`src/hw/tpr_pkg.sv`:
```
package tpr_pkg;

  // destination addresses on the control port
  localparam logic [3:0] TPR_ADDR_CONFIG = 4'h4;
  localparam logic [3:0] TPR_ADDR_PHASE  = 4'h7;
  localparam logic [3:0] TPR_ADDR_TEST   = 4'h8;
  localparam logic [3:0] TPR_ADDR_AGC    = 4'h9;

  // field positions
  localparam int TPR_CFG_TEST_EN_BIT = 3;
  localparam int TPR_PHASE_MSB       = 7;
  localparam int TPR_SPH_LSB         = 0;
  localparam int TPR_STRB_BIT        = 5;
  localparam int TPR_LVL_BIT         = 6;
  localparam int TPR_I_LSB           = 7;
  localparam int TPR_VALID_BIT       = 17;
  localparam int TPR_LO_BIT          = 18;
  localparam int TPR_Q_LSB           = 19;
  localparam int TPR_TEST_MSB        = 28;
  localparam int TPR_SPH_SEL_LSB     = 11;
  localparam int TPR_PHASE_DIV       = 128;

  // reset values
  localparam logic [31:0] TPR_PHASE_RST  = 32'h0000_0000;
  localparam logic [31:0] TPR_TEST_RST   = 32'h0000_0000;
  localparam logic [7:0]  TPR_AGC_RST    = 8'h00;
  localparam logic        TPR_TEST_EN_RST = 1'b0;

  // one bundle for every pin that the output_force_test can force
  typedef struct packed {
    logic       lo_marker;
    logic       data_valid;
    logic [9:0] q_data;
    logic [9:0] i_data;
    logic       level_detect;
    logic       sample_strobe;
    logic [4:0] sample_phase;
  } tpr_pins_type;

endpackage : tpr_pkg

```
`src/hw/tpr_regs.sv`:
```
// Contract
// - phase offset is signed n, pi*n/128
// - test mode forces sample phase from bits 4:0
// - test mode forces strobe from bit 5
// - test mode forces level detect from bit 6
// - test mode forces I data bits 16:7
// - test mode forces data valid bit 17
// - test mode forces LO marker bit 18
// - test mode forces Q data bits 28:19
// - test enable is address 4 bit 3
// - write to address 9 snapshots AGC accumulator
// - snapshot stays stable for control readback
// - sample phase is selectable 5-of-8 slice
`timescale 1ns/1ns
`default_nettype none
module tpr_regs
  import tpr_pkg::*;
(
  input  wire logic        ref_clk,          // sample clock
  input  wire logic        rst_n,            // synchronous reset, active low
  input  wire logic        ctrl_wr,          // one-cycle write strobe
  input  wire logic [3:0]  ctrl_addr,        // destination address
  input  wire logic [31:0] ctrl_wdata,       // assembled write word
  input  wire logic [31:0] config_word,      // contents of address 4 register
  input  wire logic [7:0]  agc_accum,        // live AGC loop-filter accumulator
  input  wire logic [31:0] resamp_phase,     // re-sampler phase accumulator
  input  wire tpr_pins_type normal_pins,     // datapath pin values
  output logic [7:0]       carrier_phase,    // two's complement phase offset
  output logic signed [15:0] phase_pi_frac,  // offset scaled to pi/32768 units
  output logic [7:0]       agc_snapshot,     // held value for control readback
  output logic [7:0]       control_data_bus, // readback byte toward the port
  output logic [4:0]       sample_phase_out, // sample phase pins
  output logic             sample_strobe_out,   // sample strobe pin
  output logic             level_detect_out,    // input level detect pin
  output logic [9:0]       inphase_data_out,    // I data pins
  output logic [9:0]       quadrature_data_out, // Q data pins
  output logic             output_data_valid,   // data ready pin
  output logic             lo_marker_out        // LO marker pin
);

  logic [31:0]  carrier_phase_offset;
  logic [31:0]  output_force_test;
  logic [7:0]   agc_accumulator_snapshot;
  logic         test_en;
  logic [31:0]  next_phase;
  logic [31:0]  next_test;
  logic [7:0]   next_agc;
  logic         next_test_en;
  tpr_pins_type forced;
  tpr_pins_type normal_sel;
  tpr_pins_type next_pins;
  tpr_pins_type pins;

  always_comb begin
    next_phase   = carrier_phase_offset;
    next_test    = output_force_test;
    next_agc     = agc_accumulator_snapshot;
    next_test_en = config_word[TPR_CFG_TEST_EN_BIT];
    if (ctrl_wr) begin
      case (ctrl_addr)
        TPR_ADDR_PHASE: next_phase = {24'h000000, ctrl_wdata[TPR_PHASE_MSB:0]};
        TPR_ADDR_TEST:  next_test  = {3'h0, ctrl_wdata[TPR_TEST_MSB:0]};
        // data written is ignored, only the write matters
        TPR_ADDR_AGC:   next_agc   = agc_accum;
        default:        next_phase = carrier_phase_offset;
      endcase
    end
  end

  always_ff @(posedge ref_clk) begin
    if (!rst_n) begin
      carrier_phase_offset     <= TPR_PHASE_RST;
      output_force_test        <= TPR_TEST_RST;
      agc_accumulator_snapshot <= TPR_AGC_RST;
      test_en                  <= TPR_TEST_EN_RST;
    end else begin
      carrier_phase_offset     <= next_phase;
      output_force_test        <= next_test;
      agc_accumulator_snapshot <= next_agc;
      test_en                  <= next_test_en;
    end
  end

  assign carrier_phase = carrier_phase_offset[TPR_PHASE_MSB:0];
  // pi*n/128 expressed in pi/32768 units keeps the scaling exact
  assign phase_pi_frac = 16'(signed'(carrier_phase) * (32768 / TPR_PHASE_DIV));
  assign agc_snapshot  = agc_accumulator_snapshot;
  assign control_data_bus = agc_accumulator_snapshot;

  always_comb begin
    forced.sample_phase  = output_force_test[TPR_SPH_LSB +: 5];
    forced.sample_strobe = output_force_test[TPR_STRB_BIT];
    forced.level_detect  = output_force_test[TPR_LVL_BIT];
    forced.i_data        = output_force_test[TPR_I_LSB +: 10];
    forced.data_valid    = output_force_test[TPR_VALID_BIT];
    forced.lo_marker     = output_force_test[TPR_LO_BIT];
    forced.q_data        = output_force_test[TPR_Q_LSB +: 10];
    normal_sel = normal_pins;
    // slice select sits in config bits 12:11 and picks within bits 31:24
    case (config_word[TPR_SPH_SEL_LSB +: 2])
      2'h0:    normal_sel.sample_phase = resamp_phase[28:24];
      2'h1:    normal_sel.sample_phase = resamp_phase[29:25];
      2'h2:    normal_sel.sample_phase = resamp_phase[30:26];
      2'h3:    normal_sel.sample_phase = resamp_phase[31:27];
      default: normal_sel.sample_phase = resamp_phase[28:24];
    endcase
    next_pins = test_en ? forced : normal_sel;
  end

  // pins registered so every data output comes from a flip-flop
  always_ff @(posedge ref_clk) begin
    if (!rst_n) begin
      pins <= '0;
    end else begin
      pins <= next_pins;
    end
  end

  assign sample_phase_out    = pins.sample_phase;
  assign sample_strobe_out   = pins.sample_strobe;
  assign level_detect_out    = pins.level_detect;
  assign inphase_data_out    = pins.i_data;
  assign quadrature_data_out = pins.q_data;
  assign output_data_valid   = pins.data_valid;
  assign lo_marker_out       = pins.lo_marker;

  force_sph_a: assert property (@(posedge ref_clk) disable iff (!rst_n)
    test_en |=> sample_phase_out == $past(output_force_test[4:0]))
    else $error("sample phase not forced");
  force_strb_a: assert property (@(posedge ref_clk) disable iff (!rst_n)
    test_en |=> sample_strobe_out == $past(output_force_test[5]))
    else $error("strobe not forced");
  force_lvl_a: assert property (@(posedge ref_clk) disable iff (!rst_n)
    test_en |=> level_detect_out == $past(output_force_test[6]))
    else $error("level detect not forced");
  force_i_a: assert property (@(posedge ref_clk) disable iff (!rst_n)
    test_en |=> inphase_data_out == $past(output_force_test[16:7]))
    else $error("I data not forced");
  force_valid_a: assert property (@(posedge ref_clk) disable iff (!rst_n)
    test_en |=> output_data_valid == $past(output_force_test[17]))
    else $error("data valid not forced");
  force_lo_a: assert property (@(posedge ref_clk) disable iff (!rst_n)
    test_en |=> lo_marker_out == $past(output_force_test[18]))
    else $error("LO marker not forced");
  force_q_a: assert property (@(posedge ref_clk) disable iff (!rst_n)
    test_en |=> quadrature_data_out == $past(output_force_test[28:19]))
    else $error("Q data not forced");
  test_enable_a: assert property (@(posedge ref_clk) disable iff (!rst_n)
    ##1 test_en == $past(config_word[3]))
    else $error("test enable not from bit 3");
  agc_snap_a: assert property (@(posedge ref_clk) disable iff (!rst_n)
    (ctrl_wr && ctrl_addr == 4'h9) |=> agc_snapshot == $past(agc_accum))
    else $error("agc snapshot missed");
  agc_hold_a: assert property (@(posedge ref_clk) disable iff (!rst_n)
    !(ctrl_wr && ctrl_addr == 4'h9) |=> $stable(agc_snapshot))
    else $error("agc snapshot changed");
  normal_pass_a: assert property (@(posedge ref_clk) disable iff (!rst_n)
    !test_en |=> inphase_data_out == $past(normal_pins.i_data)
      && lo_marker_out == $past(normal_pins.lo_marker))
    else $error("normal value not passed");
  sph_slice_a: assert property (@(posedge ref_clk) disable iff (!rst_n)
    (!test_en && config_word[12:11] == 2'h3) |=> sample_phase_out == $past(resamp_phase[31:27]))
    else $error("phase slice wrong");
  normal_rest_a: assert property (@(posedge ref_clk) disable iff (!rst_n)
    !test_en |=> quadrature_data_out == $past(normal_pins.q_data)
      && sample_strobe_out == $past(normal_pins.sample_strobe)
      && level_detect_out == $past(normal_pins.level_detect)
      && output_data_valid == $past(normal_pins.data_valid))
    else $error("normal value not passed");
  sph_slice0_a: assert property (@(posedge ref_clk) disable iff (!rst_n)
    (!test_en && config_word[12:11] == 2'h0) |=> sample_phase_out == $past(resamp_phase[28:24]))
    else $error("phase slice wrong");
  sph_slice1_a: assert property (@(posedge ref_clk) disable iff (!rst_n)
    (!test_en && config_word[12:11] == 2'h1) |=> sample_phase_out == $past(resamp_phase[29:25]))
    else $error("phase slice wrong");
  sph_slice2_a: assert property (@(posedge ref_clk) disable iff (!rst_n)
    (!test_en && config_word[12:11] == 2'h2) |=> sample_phase_out == $past(resamp_phase[30:26]))
    else $error("phase slice wrong");
  phase_scale_a: assert property (@(posedge ref_clk) disable iff (!rst_n)
    (ctrl_wr && ctrl_addr == 4'h7 && ctrl_wdata[7:0] == 8'h80) |=> phase_pi_frac == 16'h8000)
    else $error("phase scaling wrong");

endmodule : tpr_regs
`default_nettype wire

```
`config.mk`:
```
export PLATFORM = sky130hd
export DESIGN_NAME = tpr_regs
export DESIGN_NICKNAME = d
export VERILOG_FILES = /design/src/hw/tpr_pkg.sv /design/src/hw/tpr_regs.sv
export SDC_FILE = /design/constraint.sdc
export NUM_CORES = 1
export LEC_CHECK = 0
export ABC_AREA = 1
export BUFFER_PORTS_ARGS = -buffer_cell sky130_fd_sc_hd__buf_2
export CAP_MARGIN = 20
export CORE_MARGIN = 5
export CORE_UTILIZATION = 35
export CTS_CLUSTER_SIZE = 12
export DETAILED_ROUTE_END_ITERATION = 16
export PLACE_DENSITY = 0.68
export SETUP_SLACK_MARGIN = 0.4
export SYNTH_ARGS = -nofsm -noshare
export SYNTH_HDL_FRONTEND = slang
export SYNTH_SLANG_ARGS = --single-unit
```
`constraint.sdc`:
```
create_clock -name ref_clk -period 3.1 [get_ports ref_clk]
set_input_delay 0.62 -clock ref_clk [delete_from_list [all_inputs] [get_ports ref_clk]]
set_output_delay 0.62 -clock ref_clk [all_outputs]
set_load 0.02 [all_outputs]
```
Word-level counts from Yosys, hierarchy flattened
Cells that the tools add are included.
- register bits: 75
- equal/unequal tests: 6
- multiplexer cells: 2
- reductions and logical operators: 4
- operators by type and width (cell ; number):
    2-to-1 mux 29 bit ; 1
    one-hot mux 5 bit (4 select lines) ; 1
    == test 4 bit, second input constant ; 2
    AND reduction 2 bit ; 3
    == test 2 bit, second input constant ; 2
    == test 4 x 3 -> 1 bit, second input constant ; 1
    == test 2 x 1 -> 1 bit, second input constant ; 1
    logical NOT 2 bit ; 1

Depth between registers and ports, before layout
- depth after elaboration: 3
- mapped depth: 7

Least setup slack after synthesis
No wires, ideal clock.
- path kind: in2reg
- start point: in ctrl_addr[0]
- end point: reg output_force_test[19]
- library setup time: 0.113 ns
- data arrival time: 1.283 ns
- data required time: 2.987 ns
- slack: 1.705 ns
- stages: 6
- path buffers: 2
- path through: nor2_1 buf_2 buf_2 nand4_1 nand2_1 nor2_1
- longest elaborated chain between the ends: 2
- RTL lines (element ; line ; RTL):
    start: declaration ; tpr_regs.sv:22 ; input wire logic [3:0] ctrl_addr,
    == test 4 bit ; tpr_regs.sv:60 ; case (ctrl_addr)
    AND reduction 2 bit (no line) ; - ;
    end signal: assignment ; tpr_regs.sv:78 ; output_force_test <= next_test;
    end: declaration ; tpr_regs.sv:42 ; logic [31:0] output_force_test;
Every way passes these cells.
A chain may end at the register's enable or synchronous reset.

Final worst setup path
- start point: in ctrl_wr
- end point: reg agc_accumulator_snapshot[1] (netlist: agc_snapshot[1])
- longest elaborated chain between the ends: 1
- RTL lines (element ; line ; RTL):
    start: declaration ; tpr_regs.sv:21 ; input wire logic ctrl_wr,
    AND reduction 2 bit (no line) ; - ;
    end signal: assignment ; tpr_regs.sv:79 ; agc_accumulator_snapshot <= next_agc;
    end: declaration ; tpr_regs.sv:43 ; logic [7:0] agc_accumulator_snapshot;
Every way passes these cells.

==> impl_metrics.ini <==
[setup_path]
cp.arrival_ps = 2090
worst_setup_path_start_kind = input pin
crit_fanout = 31
critPathRequiredTime_ps = 3340
crit_type = in -> reg
worstReg2RegEnd = sample_phase_out[0]
r2r_slack_ps = 1690
crit_path_end_kind = flip-flop
r2r_cells = 5
r2r_start = test_en

[timing]
min_period_ps = 1850
slew_viol_final = 0
setup_ws_ps = 1250
relSlewSlack_pct = 54.6
fmax_ghz = 0.539
tightest_slew_ps = 680
final.setup.tns_ps = 0
final-hold-violation-count = 0
grt_setup_unrepaired = no
fin_crit_sh_pct = 59.8
clock_skew_ps = 11.3
setup_violations = 0

[pwr]
p_comb_share_pct = 14.2
internal-power_w = 0.00151
p_seq_share_pct = 48.3
power_density_mw_per_mm2 = 507
p_sw_share_pct = 28.2
p_sw_w = 0.000593
ir_worst_vdd_uv = 271
clock_power_share_pct = 37.5
p_leak_nw = 2.21

[routing]
vias = 3170
drt-total-wl_um = 8480
routed_via_density = 4.37
firstDrtPassIters = 5
drt_iter0_drc = 117
wl_per_cell_um = 11.7
post-route-drc-count = 0
antenna_left = 0

[logic_synthesis]
synth_area_leaders = dfxtp_1 45%, nor2_1 16%, nand2_1 7.6%
synth-seq-cells = 75
synth_top_area_share_pct = 45.1
yosysTopAreaCell = dfxtp_1
synthesis.area_mm2 = 0.00333
seq_area_frac_synth_pct = 45.1
syn_avg_cell_area_um2 = 6.88
synthDistinctLibCells = 18
synth_warnings = 0
syn_inst = 484

[clock_network]
cts-resized-gates = 0
clkTransAtPathRegs_ps = 90
cts-hold-fix-buffers = 0
cts_setup_buffers = 0
cts_inserted_buffers = 9
cts_tree = yes
clock_latency_ps = 340
ctsHtreeMaxLevel = 3
root_buffer = clkbuf_8
cts_max_path_buffers = 2
clock-sinks = 75

[worst_hold_path]
min_path_type = in -> reg
min_from = config_word[3]
whs_endpoint = test_en
hold_depth = 3

[run_status]
status = finished, final reports clean

[die]
initial_core_util_pct = 36.0
core_mm2 = 0.00924
die_w_um = 108
ioPinCount = 209
die-height_um = 108
num_rows = 35
design.die.area_mm2 = 0.0116

[cells_and_area]
final_cell_mix = 141 x nor2_1, 139 x buf_2, 75 x dfxtp_1, 67 x nand2_1, 43 x inv_1
n_antenna_cell = 0
final_cell_count_no_fill = 726
final_area_mm2 = 0.00415
nFillCells = 972
areaGrowthSynthToFinish_pct = 24.6
layout_commonest_cell = nor2_1
regArea_mm2 = 0.00150
multi_input_area_mm2 = 0.00136
fin_nets = 732
post_route_cells_drive_above_1_share_pct = 28.0
final_core_util_pct = 44.9

[global_routing]
grt_pass1_wl_um = 13400
grt_overflow_total = 0
track_usage_pct = 14.3
antenna_found_initial = 0
grt_pass1_vias = 2900
grt_start_max_net_pins = 76

[placement]
dp_cells = 710
placed_area_mm2 = 0.00394
dpl_worst_slack_ps = 889
io_buffers = 139
globalplace.congestion = 0.724
hpwl_um = 6150

[run]
cap_violations = 0
==> power by group through the flow <==
stage | Clock [W] | Sequential [W] | Combinational (W)
2_1_floorplan | 0 | 0.00108 | 0.000158
5_1_grt | 0.000861 | 0.00102 | 0.000332
3_3_place_gp | 0 | 0.00104 | 0.000296
3_5_place_dp | 0 | 0.00104 | 0.000300
4_1_cts | 0.000814 | 0.00102 | 0.000301
6_report | 0.000789 | 0.00101 | 0.000298
==> kinds of logic after synthesis <==
group                  after synthesis  synth area share, %
AND/OR/NAND/NOR                    272                 34.2
other                                1                0.113
buffers and inverters               99                 15.0
AO/OA/AOI/OAI                       37                 5.56
flip-flops                          75                 45.1
==> worst max-delay path by stage <==
stage,start,to,cells past startpoint
3_3_place_gp,ctrl_wr,agc_snapshot[6],6
4_1_cts,ctrl_wr,agc_snapshot[6],6
2_1_floorplan,ctrl_addr[0],output_force_test[19],6
5_1_grt,ctrl_wr,agc_snapshot[1],6
3_5_place_dp,ctrl_wr,agc_snapshot[6],6
6_report,ctrl_wr,agc_snapshot[1],6
==> cell type report <==
class | count | area share (%)
Tap cell | 129 | 3.89
Timing Repair Buffer | 144 | 18.0
Clock buffer | 10 | 3.32
Inverter | 45 | 4.07
Sequential cell | 75 | 36.2
Clock inverter | 6 | 1.72
Multi-Input combinational cell | 317 | 32.8
==> Yosys cell counts <==
cell,n
nand3_1,29
o21ai_1,5
o21ai_0,24
buf_2,12
nor2_1,144
clkbuf_1,12
nand3b_1,1
dfxtp_1,75
buf_4,28
nand2_1,67
nand4_1,29
inv_2,2
inv_1,43
conb_1,1
buf_1,1
nor2_2,2
buf_6,1
a21oi_1,8
==> metal layers <==
metal | share of wire [%] | track usage [%] | routed length (um) | up-vias
met5 | 0 | 0 | 0 | -
met4 | 0.93 | 3.52 | 79 | 0
met3 | 7.5 | 4.38 | 640 | 6
met2 | 46 | 23.4 | 3910 | 102
met1 | 45 | 18.2 | 3850 | 1369
li1 | - | - | - | 1693
==> stage by stage <==
step / power [W] / hold slack, ps
floorplan: 0.00124 / 455
global placement: 0.00133 / 462
detailed placement: 0.00134 / 473
CTS: 0.00213 / 432
global route: 0.00221 / 458
finish: 0.00210 / 453
==> state kept, by name, summed over array words and instances, names as in the netlist <==
signal	cells
agc_snapshot	8
output_data_valid	1
sample_phase_out	5
output_force_test	29
test_en	1
sample_strobe_out	1
inphase_data_out	10
lo_marker_out	1
level_detect_out	1
quadrature_data_out	10
carrier_phase_offset	8
==> critical path, cell delays in order <==
cell and delay, ps:
buf_2 470, nand2_1 190, nor2_2 580, nand2_1 100
nand2_1 90, nor2_1 40
Note: power is estimated with default switching activity, not from simulation.
